## config.mk

```make
export PLATFORM = sky130hd
export DESIGN_NAME = rca_calendar
export DESIGN_NICKNAME = d
export VERILOG_FILES = /design/src/logic/rca_pkg.sv /design/src/logic/rca_calendar.sv
export SDC_FILE = /design/constraint.sdc
export NUM_CORES = 1
export LEC_CHECK = 0
export ABC_AREA = 0
export BUFFER_PORTS_ARGS = -buffer_cell sky130_fd_sc_hd__buf_2
export CAP_MARGIN = 0
export CORE_AREA = 2 2 156 158
export DETAILED_ROUTE_END_ITERATION = 12
export DIE_AREA = 0 0 158 160
export GPL_TIMING_DRIVEN = 0
export PLACE_DENSITY = 0.55
export SETUP_SLACK_MARGIN = 0.3
export SLEW_MARGIN = 20
export SYNTH_ARGS = -nofsm -noshare
export SYNTH_HDL_FRONTEND = slang
export SYNTH_SLANG_ARGS = --single-unit
```

## constraint.sdc

```tcl
create_clock -name core_clk -period 3.5 [get_ports core_clk]
set_clock_uncertainty 0.2 [all_clocks]
set_input_delay 0.175 -clock core_clk [delete_from_list [all_inputs] [get_ports core_clk]]
set_output_delay 0.175 -clock core_clk [all_outputs]
set_load 0.1 [all_outputs]
```

## src/logic/rca_pkg.sv

```systemverilog
// Shared constants for the calendar and match-register block
package rca_pkg;
	localparam int CLK_HZ      = 100_000_000;
	localparam int TICK_S      = 1;
	localparam int TICK_CYCLES = CLK_HZ * TICK_S;
	localparam logic [6:0] DEV_ADDR = 7'h51;
	localparam logic [7:0] A_CTRL2  = 8'h01;
	localparam logic [7:0] A_SEC    = 8'h02;
	localparam logic [7:0] A_LAST   = 8'h0C;
	localparam int N_REGS = 11;
	localparam int N_TIME = 7;
	localparam int I_SEC  = 0;
	localparam int I_MIN  = 1;
	localparam int I_HR   = 2;
	localparam int I_DAY  = 3;
	localparam int I_WDAY = 4;
	localparam int I_MON  = 5;
	localparam int I_YR   = 6;
	localparam int I_AMIN = 7;
	localparam int I_AHR  = 8;
	localparam int I_ADAY = 9;
	localparam int I_AWD  = 10;
	localparam int B_DIS  = 7;
	localparam int B_CENT = 7;
	localparam int B_AF   = 3;
	localparam logic [2:0] BIT_LAST  = 3'h7;
	localparam logic [3:0] BCD_NINE  = 4'h9;
	localparam logic [7:0] CENT_MSK  = 8'h80;
	localparam logic [7:0] MON_FEB   = 8'h02;
	localparam logic [7:0] D28 = 8'h28;
	localparam logic [7:0] D29 = 8'h29;
	localparam logic [7:0] D30 = 8'h30;
	localparam logic [7:0] D31 = 8'h31;
	// Field mask, first and last value per time field, seconds..years
	localparam logic [7:0] MSK [N_TIME] =
		'{8'h7F, 8'h7F, 8'h3F, 8'h3F, 8'h07, 8'h1F, 8'hFF};
	localparam logic [7:0] FST [N_TIME] =
		'{8'h00, 8'h00, 8'h00, 8'h01, 8'h00, 8'h01, 8'h00};
	localparam logic [7:0] LST [N_TIME] =
		'{8'h59, 8'h59, 8'h23, 8'h31, 8'h06, 8'h12, 8'h99};
	localparam logic [7:0] RST [N_REGS] = '{8'h80, 8'h80, 8'h00,
		8'h01, 8'h00, 8'h01, 8'h00, 8'h80, 8'h80, 8'h80, 8'h80};
	typedef enum {ST_IDLE, ST_ADDR, ST_AACK, ST_PTR, ST_WR, ST_WACK,
		ST_RD, ST_RACK} rca_state_t;
endpackage

```

## src/logic/rca_calendar.sv

```systemverilog
// Calendar counters, match registers and two-wire slave
// Contract
// - weekday 3-bit, Sunday 000 to Saturday 110
// - century bit held at month bit 7
// - century bit flips on year 99 to 00
// - month BCD, tens bit 4, units 3..0
// - year two BCD digits, bits 7..4, 3..0
// - no counting while bus access in progress
// - tick due during access applied afterwards
// - enabled match registers compared with current time
// - minute match: disable bit 7, BCD minute
// - hour match: disable bit 7, BCD hour
// - day match at 0Bh: disable bit 7, day
// - weekday match: disable bit 7, weekday 2..0
// - flag set when enabled fields newly match
// - flag stays set until host clears it
`timescale 1ns/10ps
module rca_calendar #(
	parameter int TICK_CYCLES = rca_pkg::TICK_CYCLES
) (
	input  wire logic core_clk,   // 100 MHz clock
	input  wire logic reset_n,    // Async reset
	input  wire logic scl_i,      // Serial clock pin
	input  wire logic sda_i,      // Serial data pin in
	output logic      sda_o,      // Serial data out, always low
	output logic      sda_oe,     // Pull data line low
	output logic      match_flag  // Alarm flag
);
	localparam int CW = $clog2(TICK_CYCLES);
	if (TICK_CYCLES < 2) begin : g_chk
		$error("TICK_CYCLES must be at least 2");
	end

	logic [7:0] regs_q [rca_pkg::N_REGS];
	logic [7:0] nxt [rca_pkg::N_TIME];
	logic [rca_pkg::N_TIME-1:0] en;
	logic [CW-1:0] div_q;
	logic scl_s1, scl_s2, scl_s3, sda_s1, sda_s2, sda_s3;
	logic scl_rise, scl_fall, start, stop;
	rca_pkg::rca_state_t st_q;
	logic [2:0] cnt_q;
	logic [7:0] sh_q, ptr_q, ridx, rd_byte;
	logic done_q, rw_q, busy_q, oe_q, sdo_q, af_q;
	logic tick, pend_q, inc, inc_q, pre_q, wr_en, in_map;
	logic c_sec, c_min, c_hr, c_day, c_mon, c_yr;
	logic [3:0] dis;
	logic [3:0] hit;
	logic match;

	assign sda_o      = sdo_q;
	assign sda_oe     = oe_q;
	assign match_flag = af_q;

	function automatic logic [7:0] bcd_next(input logic [7:0] v,
		input logic [7:0] last, input logic [7:0] first);
		if (v == last)
			return first;
		else if (v[3:0] == rca_pkg::BCD_NINE)
			return {v[7:4] + 4'h1, 4'h0};
		else
			return v + 8'h01;
	endfunction

	// Leap year when binary year divides by 4, BCD form
	function automatic logic [7:0] dim(input logic [7:0] mon,
		input logic [7:0] yr);
		logic leap;
		leap = yr[4] ? (yr[3:0] == 4'h2 || yr[3:0] == 4'h6)
			: (yr[3:0] == 4'h0 || yr[3:0] == 4'h4 || yr[3:0] == 4'h8);
		if (mon == rca_pkg::MON_FEB)
			return leap ? rca_pkg::D29 : rca_pkg::D28;
		else if (mon == 8'h04 || mon == 8'h06 || mon == 8'h09
			|| mon == 8'h11)
			return rca_pkg::D30;
		else
			return rca_pkg::D31;
	endfunction

	always_ff @(posedge core_clk or negedge reset_n) begin
		if (!reset_n) begin
			{scl_s1, scl_s2, scl_s3} <= 3'h7;
			{sda_s1, sda_s2, sda_s3} <= 3'h7;
		end else begin
			scl_s1 <= scl_i;
			scl_s2 <= scl_s1;
			scl_s3 <= scl_s2;
			sda_s1 <= sda_i;
			sda_s2 <= sda_s1;
			sda_s3 <= sda_s2;
		end
	end
	assign scl_rise = scl_s2 & ~scl_s3;
	assign scl_fall = ~scl_s2 & scl_s3;
	assign start    = scl_s2 & scl_s3 & sda_s3 & ~sda_s2;
	assign stop     = scl_s2 & scl_s3 & ~sda_s3 & sda_s2;

	// Time field carries, seconds upward
	always_comb begin
		c_sec = (regs_q[rca_pkg::I_SEC] & rca_pkg::MSK[0]) == rca_pkg::LST[0];
		c_min = c_sec && (regs_q[rca_pkg::I_MIN] & rca_pkg::MSK[1])
			== rca_pkg::LST[1];
		c_hr  = c_min && (regs_q[rca_pkg::I_HR] & rca_pkg::MSK[2])
			== rca_pkg::LST[2];
		c_day = c_hr && (regs_q[rca_pkg::I_DAY] & rca_pkg::MSK[3]) ==
			dim(regs_q[rca_pkg::I_MON] & rca_pkg::MSK[5],
				regs_q[rca_pkg::I_YR]);
		c_mon = c_day && (regs_q[rca_pkg::I_MON] & rca_pkg::MSK[5])
			== rca_pkg::LST[5];
		c_yr  = c_mon && regs_q[rca_pkg::I_YR] == rca_pkg::LST[6];
		en    = {c_mon, c_day, c_hr, c_hr, c_min, c_sec, 1'b1};
		for (int i = 0; i < rca_pkg::N_TIME; i++) begin
			nxt[i] = (regs_q[i] & ~rca_pkg::MSK[i])
				| (bcd_next(regs_q[i] & rca_pkg::MSK[i],
				i == rca_pkg::I_DAY ? (c_day ? regs_q[i] & rca_pkg::MSK[i]
				: 8'hFF) : rca_pkg::LST[i], rca_pkg::FST[i])
				& rca_pkg::MSK[i]);
		end
		if (c_yr)
			nxt[rca_pkg::I_MON] = nxt[rca_pkg::I_MON] ^ rca_pkg::CENT_MSK;
	end

	always_ff @(posedge core_clk or negedge reset_n) begin
		if (!reset_n) begin
			div_q  <= '0;
			pend_q <= 1'b0;
		end else begin
			div_q <= tick ? '0 : div_q + 1'b1;
			if (tick)
				pend_q <= 1'b1;
			else if (inc)
				pend_q <= 1'b0;
		end
	end
	assign tick = div_q == CW'(TICK_CYCLES - 1);
	assign inc  = pend_q & ~busy_q;

	assign ridx    = ptr_q - rca_pkg::A_SEC;
	assign in_map  = ptr_q >= rca_pkg::A_SEC && ptr_q <= rca_pkg::A_LAST;
	assign rd_byte = in_map ? regs_q[ridx[3:0]]
		: (ptr_q == rca_pkg::A_CTRL2 ? 8'(af_q) << rca_pkg::B_AF : 8'h00);
	assign wr_en   = scl_fall & ~start & ~stop & done_q & st_q == rca_pkg::ST_WR;

	// Bus writes only occur while busy, so they never meet an increment
	always_ff @(posedge core_clk or negedge reset_n) begin
		if (!reset_n) begin
			for (int i = 0; i < rca_pkg::N_REGS; i++)
				regs_q[i] <= rca_pkg::RST[i];
		end else if (wr_en && in_map) begin
			regs_q[ridx[3:0]] <= sh_q;
		end else if (inc) begin
			for (int i = 0; i < rca_pkg::N_TIME; i++)
				if (en[i])
					regs_q[i] <= nxt[i];
		end
	end

	always_comb begin
		for (int i = 0; i < 4; i++)
			dis[i] = regs_q[rca_pkg::I_AMIN + i][rca_pkg::B_DIS];
		hit[0] = (regs_q[rca_pkg::I_AMIN] & rca_pkg::MSK[1])
			== (regs_q[rca_pkg::I_MIN] & rca_pkg::MSK[1]);
		hit[1] = (regs_q[rca_pkg::I_AHR] & rca_pkg::MSK[2])
			== (regs_q[rca_pkg::I_HR] & rca_pkg::MSK[2]);
		hit[2] = (regs_q[rca_pkg::I_ADAY] & rca_pkg::MSK[3])
			== (regs_q[rca_pkg::I_DAY] & rca_pkg::MSK[3]);
		hit[3] = (regs_q[rca_pkg::I_AWD] & rca_pkg::MSK[4])
			== (regs_q[rca_pkg::I_WDAY] & rca_pkg::MSK[4]);
		match = ~&dis && &(hit | dis);
	end

	// Flag only rises on an increment, never on a register write
	always_ff @(posedge core_clk or negedge reset_n) begin
		if (!reset_n) begin
			inc_q <= 1'b0;
			pre_q <= 1'b0;
			af_q  <= 1'b0;
		end else begin
			inc_q <= inc;
			if (inc)
				pre_q <= match;
			if (inc_q && match && !pre_q)
				af_q <= 1'b1;
			else if (wr_en && ptr_q == rca_pkg::A_CTRL2 && !sh_q[rca_pkg::B_AF])
				af_q <= 1'b0;
		end
	end

	always_ff @(posedge core_clk or negedge reset_n) begin
		if (!reset_n)
			sdo_q <= 1'b0;
		else
			sdo_q <= 1'b0;
	end

	always_ff @(posedge core_clk or negedge reset_n) begin
		if (!reset_n) begin
			st_q <= rca_pkg::ST_IDLE;
			cnt_q <= '0;
			sh_q <= '0;
			ptr_q <= '0;
			done_q <= 1'b0;
			rw_q <= 1'b0;
			busy_q <= 1'b0;
			oe_q <= 1'b0;
		end else if (start) begin
			st_q <= rca_pkg::ST_ADDR;
			cnt_q <= '0;
			done_q <= 1'b0;
			oe_q <= 1'b0;
		end else if (stop) begin
			st_q <= rca_pkg::ST_IDLE;
			busy_q <= 1'b0;
			oe_q <= 1'b0;
		end else if (scl_rise) begin
			case (st_q)
				rca_pkg::ST_ADDR, rca_pkg::ST_PTR, rca_pkg::ST_WR, rca_pkg::ST_RD: begin
					if (st_q != rca_pkg::ST_RD)
						sh_q <= {sh_q[6:0], sda_s2};
					cnt_q <= cnt_q + 3'h1;
					done_q <= cnt_q == rca_pkg::BIT_LAST;
				end
				rca_pkg::ST_RACK:
					if (sda_s2)
						st_q <= rca_pkg::ST_IDLE;
				default: ;
			endcase
		end else if (scl_fall) begin
			case (st_q)
				rca_pkg::ST_ADDR: if (done_q) begin
					done_q <= 1'b0;
					if (sh_q[7:1] == rca_pkg::DEV_ADDR) begin
						oe_q <= 1'b1;
						busy_q <= 1'b1;
						rw_q <= sh_q[0];
						st_q <= rca_pkg::ST_AACK;
					end else
						st_q <= rca_pkg::ST_IDLE;
				end
				rca_pkg::ST_AACK, rca_pkg::ST_RACK: if (rw_q) begin
					sh_q <= rd_byte;
					ptr_q <= ptr_q + 8'h01;
					oe_q <= ~rd_byte[7];
					st_q <= rca_pkg::ST_RD;
				end else begin
					oe_q <= 1'b0;
					st_q <= rca_pkg::ST_PTR;
				end
				rca_pkg::ST_PTR: if (done_q) begin
					done_q <= 1'b0;
					ptr_q <= sh_q;
					oe_q <= 1'b1;
					st_q <= rca_pkg::ST_WACK;
				end
				rca_pkg::ST_WR: if (done_q) begin
					done_q <= 1'b0;
					ptr_q <= ptr_q + 8'h01;
					oe_q <= 1'b1;
					st_q <= rca_pkg::ST_WACK;
				end
				rca_pkg::ST_WACK: begin
					oe_q <= 1'b0;
					st_q <= rca_pkg::ST_WR;
				end
				rca_pkg::ST_RD: if (done_q) begin
					done_q <= 1'b0;
					oe_q <= 1'b0;
					st_q <= rca_pkg::ST_RACK;
				end else begin
					sh_q <= {sh_q[6:0], 1'b0};
					oe_q <= ~sh_q[6];
				end
				default: ;
			endcase
		end
	end
endmodule // rca_calendar

```

After elaboration in Yosys (flattened, before gate mapping)
Cells that the tools add are included.
W data, S select, Z words.
{ "totals": {"reg_bits": 180, "output_inout_bits": 3} }
{ "op_classes": {"addsub": 17, "n_lt_le_gt_ge": 4, "n_eq_ne": 60, "mux": 87, "bitwise_logic": 31, "n_reduce_logical": 63} }
{ "ops": {"columns": ["operator", "n"], "rows": [
  ["$mux W32", 9],
  ["$mux W8", 24],
  ["$pmux W32 S5", 1],
  ["$eq A32 B3 Y1 const B", 4],
  ["$mux W56", 2],
  ["$bwmux W88", 1],
  ["$eq A32 B2 Y1 const B", 2],
  ["$bmux W8 S4", 1],
  ["$demux W8 S4", 1],
  ["$eq A32 B1 Y1 const B", 1],
  ["$eq A32 B4 Y1 const B", 1],
  ["$ne A32 B4 Y1 const B", 1],
  ["$reduce_bool A2 Y1", 15],
  ["$eq A4 B4 Y1 const B", 7],
  ["$mux W7", 4],
  ["$add A27 B1 Y27 const B", 1],
  ["$eq A27 B27 Y1 const B", 1],
  ["$mux W27", 1],
  ["$mux W1", 26],
  ["$mux W6", 4],
  ["$pmux W8 S3", 1],
  ["$eq A7 B7 Y1 const B", 3],
  ["$mux W3", 6],
  ["$add A8 B1 Y8 const B", 2],
  ["65 further kinds", 143]
]} }

Longest topological paths before layout
{ "depth": {"depth_word": 15, "ltp_mapped": 11} }

Least setup slack after synthesis
OpenSTA, ideal clock, no wires.
{ "synth_path": {"path_kind": "register to register", "start": "reg ptr_q[0]", "end": "reg regs_q[47] in the netlist's numbering", "setup_ps": 131, "arrival_time_ps": 2830, "slack_ps": 339, "path_stages_with_launch": 10, "n_path_buf": 1, "cell_sequence": "dfrtp_1 -> clkbuf_1 -> inv_1 -> ha_1 -> or4_1 -> o211a_2 -> a211oi_2 -> a41oi_1 -> a222oi_1 -> nand2_1"} }
{ "synth_via": {"elab_chain_cells": 8, "word_cells_on_any_way": 16, "cone_classes": "add/sub: 1; order compare: 4; mux: 4; bitwise: 1; reduce/logical: 6"} }
{ "synth_rtl": {"columns": ["element", "line_no", "rtl"], "rows": [
  ["start: declaration", "rca_calendar.sv:42", "logic [7:0] sh_q, ptr_q, ridx, rd_byte;"],
  ["start signal: assignment", "rca_calendar.sv:241", "ptr_q <= ptr_q + 8'h01;"],
  ["start signal: assignment", "rca_calendar.sv:250", "ptr_q <= sh_q;"],
  ["start signal: assignment", "rca_calendar.sv:256", "ptr_q <= ptr_q + 8'h01;"],
  ["$sub A4 B2 Y4", "rca_calendar.sv:137", "assign ridx = ptr_q - rca_pkg::A_SEC;"],
  ["$not A4 Y5 (not written as such)", "rca_calendar.sv:149", "regs_q[ridx[3:0]] <= sh_q;"],
  ["$ge A5 B5 Y1 (not written as such) / $lt A5 B1 Y1 (equally long branches)", "rca_calendar.sv:149", null],
  ["$logic_and A1 B1 Y1 (not written as such)", "rca_calendar.sv:149", null],
  ["$mux W8 (not written as such)", "rca_calendar.sv:149", null],
  ["$demux W8 S4", "rca_calendar.sv:149", null],
  ["$bwmux W88", "rca_calendar.sv:149", null],
  ["$mux W56", "rca_calendar.sv:148", "end else if (wr_en && in_map) begin"],
  ["end signal: indexed assignment", "rca_calendar.sv:147", "regs_q[i] <= rca_pkg::RST[i];"],
  ["end signal: indexed assignment", "rca_calendar.sv:149", null],
  ["end signal: indexed assignment", "rca_calendar.sv:153", "regs_q[i] <= nxt[i];"],
  ["end: declaration", "rca_calendar.sv:34", "logic [7:0] regs_q [rca_pkg::N_REGS];"]
]} }
Several ways; a longest one is shown, not always the timed one.
A chain may end at the register's enable or synchronous reset.

Worst setup path in the final report
{ "layout_path": {"start": "reg ptr_q[1]", "end": "reg regs_q[47] in the netlist's numbering"} }
The elaborated chain is that of the path after synthesis.

==> impl_results.md <==
* Total Neg Setup Slack at 0 ns
* Synthesis-stage register bit count at 151
* Core Rows at 57
* Number of maximum-capacitance constraint violations at 0
* Worst setup margin at 0.364 ns
* Post-route DRC at 0
* Worst slack after detailed placement at -0.663 ns
* Worst slew margin relative to its limit at 39.0%
* Antenna violations before repair at 0
* Count of boundary I/O pins at 7
* Path class of the lowest-slack min-delay path: in -> async
* Clk sinks at 151
* Total inserted antenna cells at 0
* Detailed placer's ending HPWL at 20.1 mm
* Number of I/O port buffers at 5
* Dominant cells by area after synthesis: sky130_fd_sc_hd__dfrtp_1, sky130_fd_sc_hd__mux2_2, sky130_fd_sc_hd__dfstp_2
* CTS clk-pin slew, worst paths at 0.07 ns
* Setup repair after global routing missed its margin: yes
* Count of distinct cell types in the synthesized netlist at 84
* Buf+Inv Stages, Crit Path at 3
* Number of global-route vias before repair at 7679
* Clock buffers created by TritonCTS at 17
* Die extent in x at 158 µm
* H-Tree Level Count at 4
* Initial standard-cell utilization of the core at 39.8%
* Period Utilization, post-route at 89.6%
* Total power per unit cell area at 372 nW/µm²
* Layout Area Growth over Synthesis at 15.0%
* Vias per Instance at 5.82
* Fin crit period at 3.14 ns
* Maximum number of pins on one net before global-route repair at 91
* Top Family by Delay on Critical Path: buffers and inverters
* Count of flip-flops with a built-in enable after synthesis at 0
* CP Capture Type: register
* Post-synth net total at 1007
* Critical Path Max Stage Delay at 0.44 ns
* Initial DRC count at 605
* Fin area at 10900 µm²
* Core area at 23800 µm²
* Global-route wire length before repair at 44.9 mm
* Hold violation count in the final report at 0
* Routed wire length at 28.6 mm
* Fmax at 319 MHz
* Post-synthesis instance area at 9490 µm²
* TritonCTS clock tree: done
* Cell at the slowest stage of the critical path: sky130_fd_sc_hd__dfrtp_1
* Most used flip-flop cell after synthesis: sky130_fd_sc_hd__dfrtp_1
* Crit path max fanout at 9
* Number of warnings reported in the yosys synthesis log at 0
* Post-DP Area at 9950 µm²
* Number of nets at the end of the flow at 1048
* Worst setup path class: reg -> reg
* Count of pins over their slew limit at 0
* Post-route total power at 4.06 mW
* Fraction of layout instances using a drive strength above 1 at 18.2%
* Worst supply voltage drop on vdd at 0.243 mV
* Bufs on Longest Clock Path at 2
* Last weighted congestion value of the routability-driven placer at 0.899
* Die Footprint at 25300 µm²
* Antenna Nets Post-Route at 0
* Via count of the routed design at 7865
* CP required at 3.61 ns
* Outcome: completed
* Cell at the root of the clock tree: sky130_fd_sc_hd__clkbuf_16
* Transition time at the pin with the least slew margin at 0.916 ns
* Skew-Pair Late Insertion Delay at 0.44 ns
* Die outline height at 160 µm
* Portion of synthesized cell area occupied by the leading cell type at 36.1%
* Avg Cell Area, Syn at 9.74 µm²
* TritonRoute pass-1 iters at 5
* Post-synthesis instance total at 974
* Routed len/inst at 21.2 µm
* Library cell occupying the most area in the post-synthesis netlist: sky130_fd_sc_hd__dfrtp_1
* Sequential-to-total area share from yosys stat at 40.0%
* Leak Pwr at 4.67 nW
* Global Route Usage Sum at 23.4%
* Final setup violation count at 0
* Worst path cell trace: buf_4 -> inv_1 -> ha_1 -> xor2_4 -> nor2_2 -> and4_1 -> buf_2 -> a41oi_2 -> a222oi_1 -> nand2_1
* Worst endpoint data arrival time at 3.25 ns
* Share of flip-flops with an asynchronous set or reset after synthesis at 100%
* Overflow after GRT at 0
* Type of origin of the critical path: register
-- synthesized netlist by cell type (15+ instances only) --
cell type	n
sky130_fd_sc_hd__xnor2_1	24
sky130_fd_sc_hd__o21ai_0	56
sky130_fd_sc_hd__dfrtp_1	137
sky130_fd_sc_hd__xor2_1	30
sky130_fd_sc_hd__nand3_1	50
sky130_fd_sc_hd__mux2_2	51
sky130_fd_sc_hd__nor2_1	66
sky130_fd_sc_hd__mux4_2	16
sky130_fd_sc_hd__a21oi_1	46
sky130_fd_sc_hd__ha_1	29
sky130_fd_sc_hd__inv_1	32
sky130_fd_sc_hd__clkbuf_1	42
sky130_fd_sc_hd__and3_1	19
sky130_fd_sc_hd__nand4_1	15
sky130_fd_sc_hd__nand2_1	89
-- power breakdown --
group	switching, mW	internal [mW]	total [mW]	leakage [nW]
clock network	0.805	1.22	2.03	0.305
logic	0.160	0.0622	0.222	2.32
registers	0.0321	1.78	1.81	2.04
-- worst reg2reg max path, cell delays in order, from the launching register on --
cell and delay [ns]:
sky130_fd_sc_hd__dfrtp_1 0.44, sky130_fd_sc_hd__buf_4 0.25, sky130_fd_sc_hd__inv_1 0.16, sky130_fd_sc_hd__ha_1 0.32
sky130_fd_sc_hd__xor2_4 0.24, sky130_fd_sc_hd__nor2_2 0.28, sky130_fd_sc_hd__and4_1 0.22, sky130_fd_sc_hd__buf_2 0.27
sky130_fd_sc_hd__a41oi_2 0.13, sky130_fd_sc_hd__a222oi_1 0.41, sky130_fd_sc_hd__nand2_1 0.08
-- final cells by class --
cell class,count,area (µm²)
Multi-Input combinational cell,735,5500
Buffer,55,255
Fill cell,2292,12900
Tap cell,324,405
Inverter,33,128
Timing Repair Buffer,22,190
Sequential cell,151,3800
Clock buffer,19,443
Clock inverter,13,193
-- per-stage QoR --
step	utilization, %	instances	hold slack, ns
final	45.8	1352	0.0676
after detailed placement	41.8	1304	-0.0432
after floorplan	-	974	-0.321
after CTS	45.3	1348	0.0909
after global placement	41.6	1303	0.0814
after global routing	45.8	1352	0.108
-- registers in the layout (all words and copies together) (netlist names), 3 cells and up --
name / count
cnt_q: 3
dis: 4
div_q: 27
ptr_q: 8
regs_q: 84
sh_q: 8
st_q: 3
-- logic make-up (layout without fill, tap and decap cells) --
logic type,count (synthesis),count (layout),synth area share (%)
and+or+nand+nor,347,347,19.9
AOI/OAI and AO/OA,226,226,16.5
DFF,151,151,40.0
buffers and inverters,88,142,3.72
muxes,78,78,11.0
xor gates and xnor gates,54,54,4.99
adders and majority gates,29,29,3.82
other,1,1,0.0395
-- layout by cell type (no fill, tap or decap), drive strengths merged, types with 16 or more instances in the layout --
cell / instances
nand2: 89
xor2: 30
nor2: 66
mux4: 16
mux2: 51
buf: 33
a21oi: 47
xnor2: 24
o21ai: 64
dfrtp: 137
ha: 29
clkbuf: 60
and3: 19
nand3: 51
nand4: 19
inv: 35
-- metal layers --
layer / routed length [µm] / track usage [%] / part of all wire, %
met5: 0 / 0 / 0
met3: 1690 / 3.72 / 5.9
met4: 1020 / 9.17 / 3.6
met2: 13000 / 36.2 / 46
met1: 12900 / 33.0 / 45
-- repair_timing --
item,in CTS,in global routing
pin swaps,5,3
hold endpoints to repair,63,0
endpoints found under the setup margin,96,87
gates resized for setup,24,22
buffers inserted,9,4
hold buffers,3,0
-- path summary, 6_finish.rpt --
kind                            slack, ns  depth (start not counted)            startpoint                endpoint
worst max-delay path                 0.36                         10  ptr_q[1]$_DFFE_PN0P_  regs_q[47]$_DFFE_PN0P_
worst max register to register       0.36                         10  ptr_q[1]$_DFFE_PN0P_  regs_q[47]$_DFFE_PN0P_
worst min register to register       0.16                          0      sda_s1$_DFF_PN1_        sda_s2$_DFF_PN1_
worst min-delay path                 0.07                          2               reset_n  regs_q[18]$_DFFE_PN0P_
max in group asynchronous            2.18                          3               reset_n        scl_s3$_DFF_PN1_
min in group core_clk                0.16                          0      sda_s1$_DFF_PN1_        sda_s2$_DFF_PN1_
(Power assumes the default switching activity.)
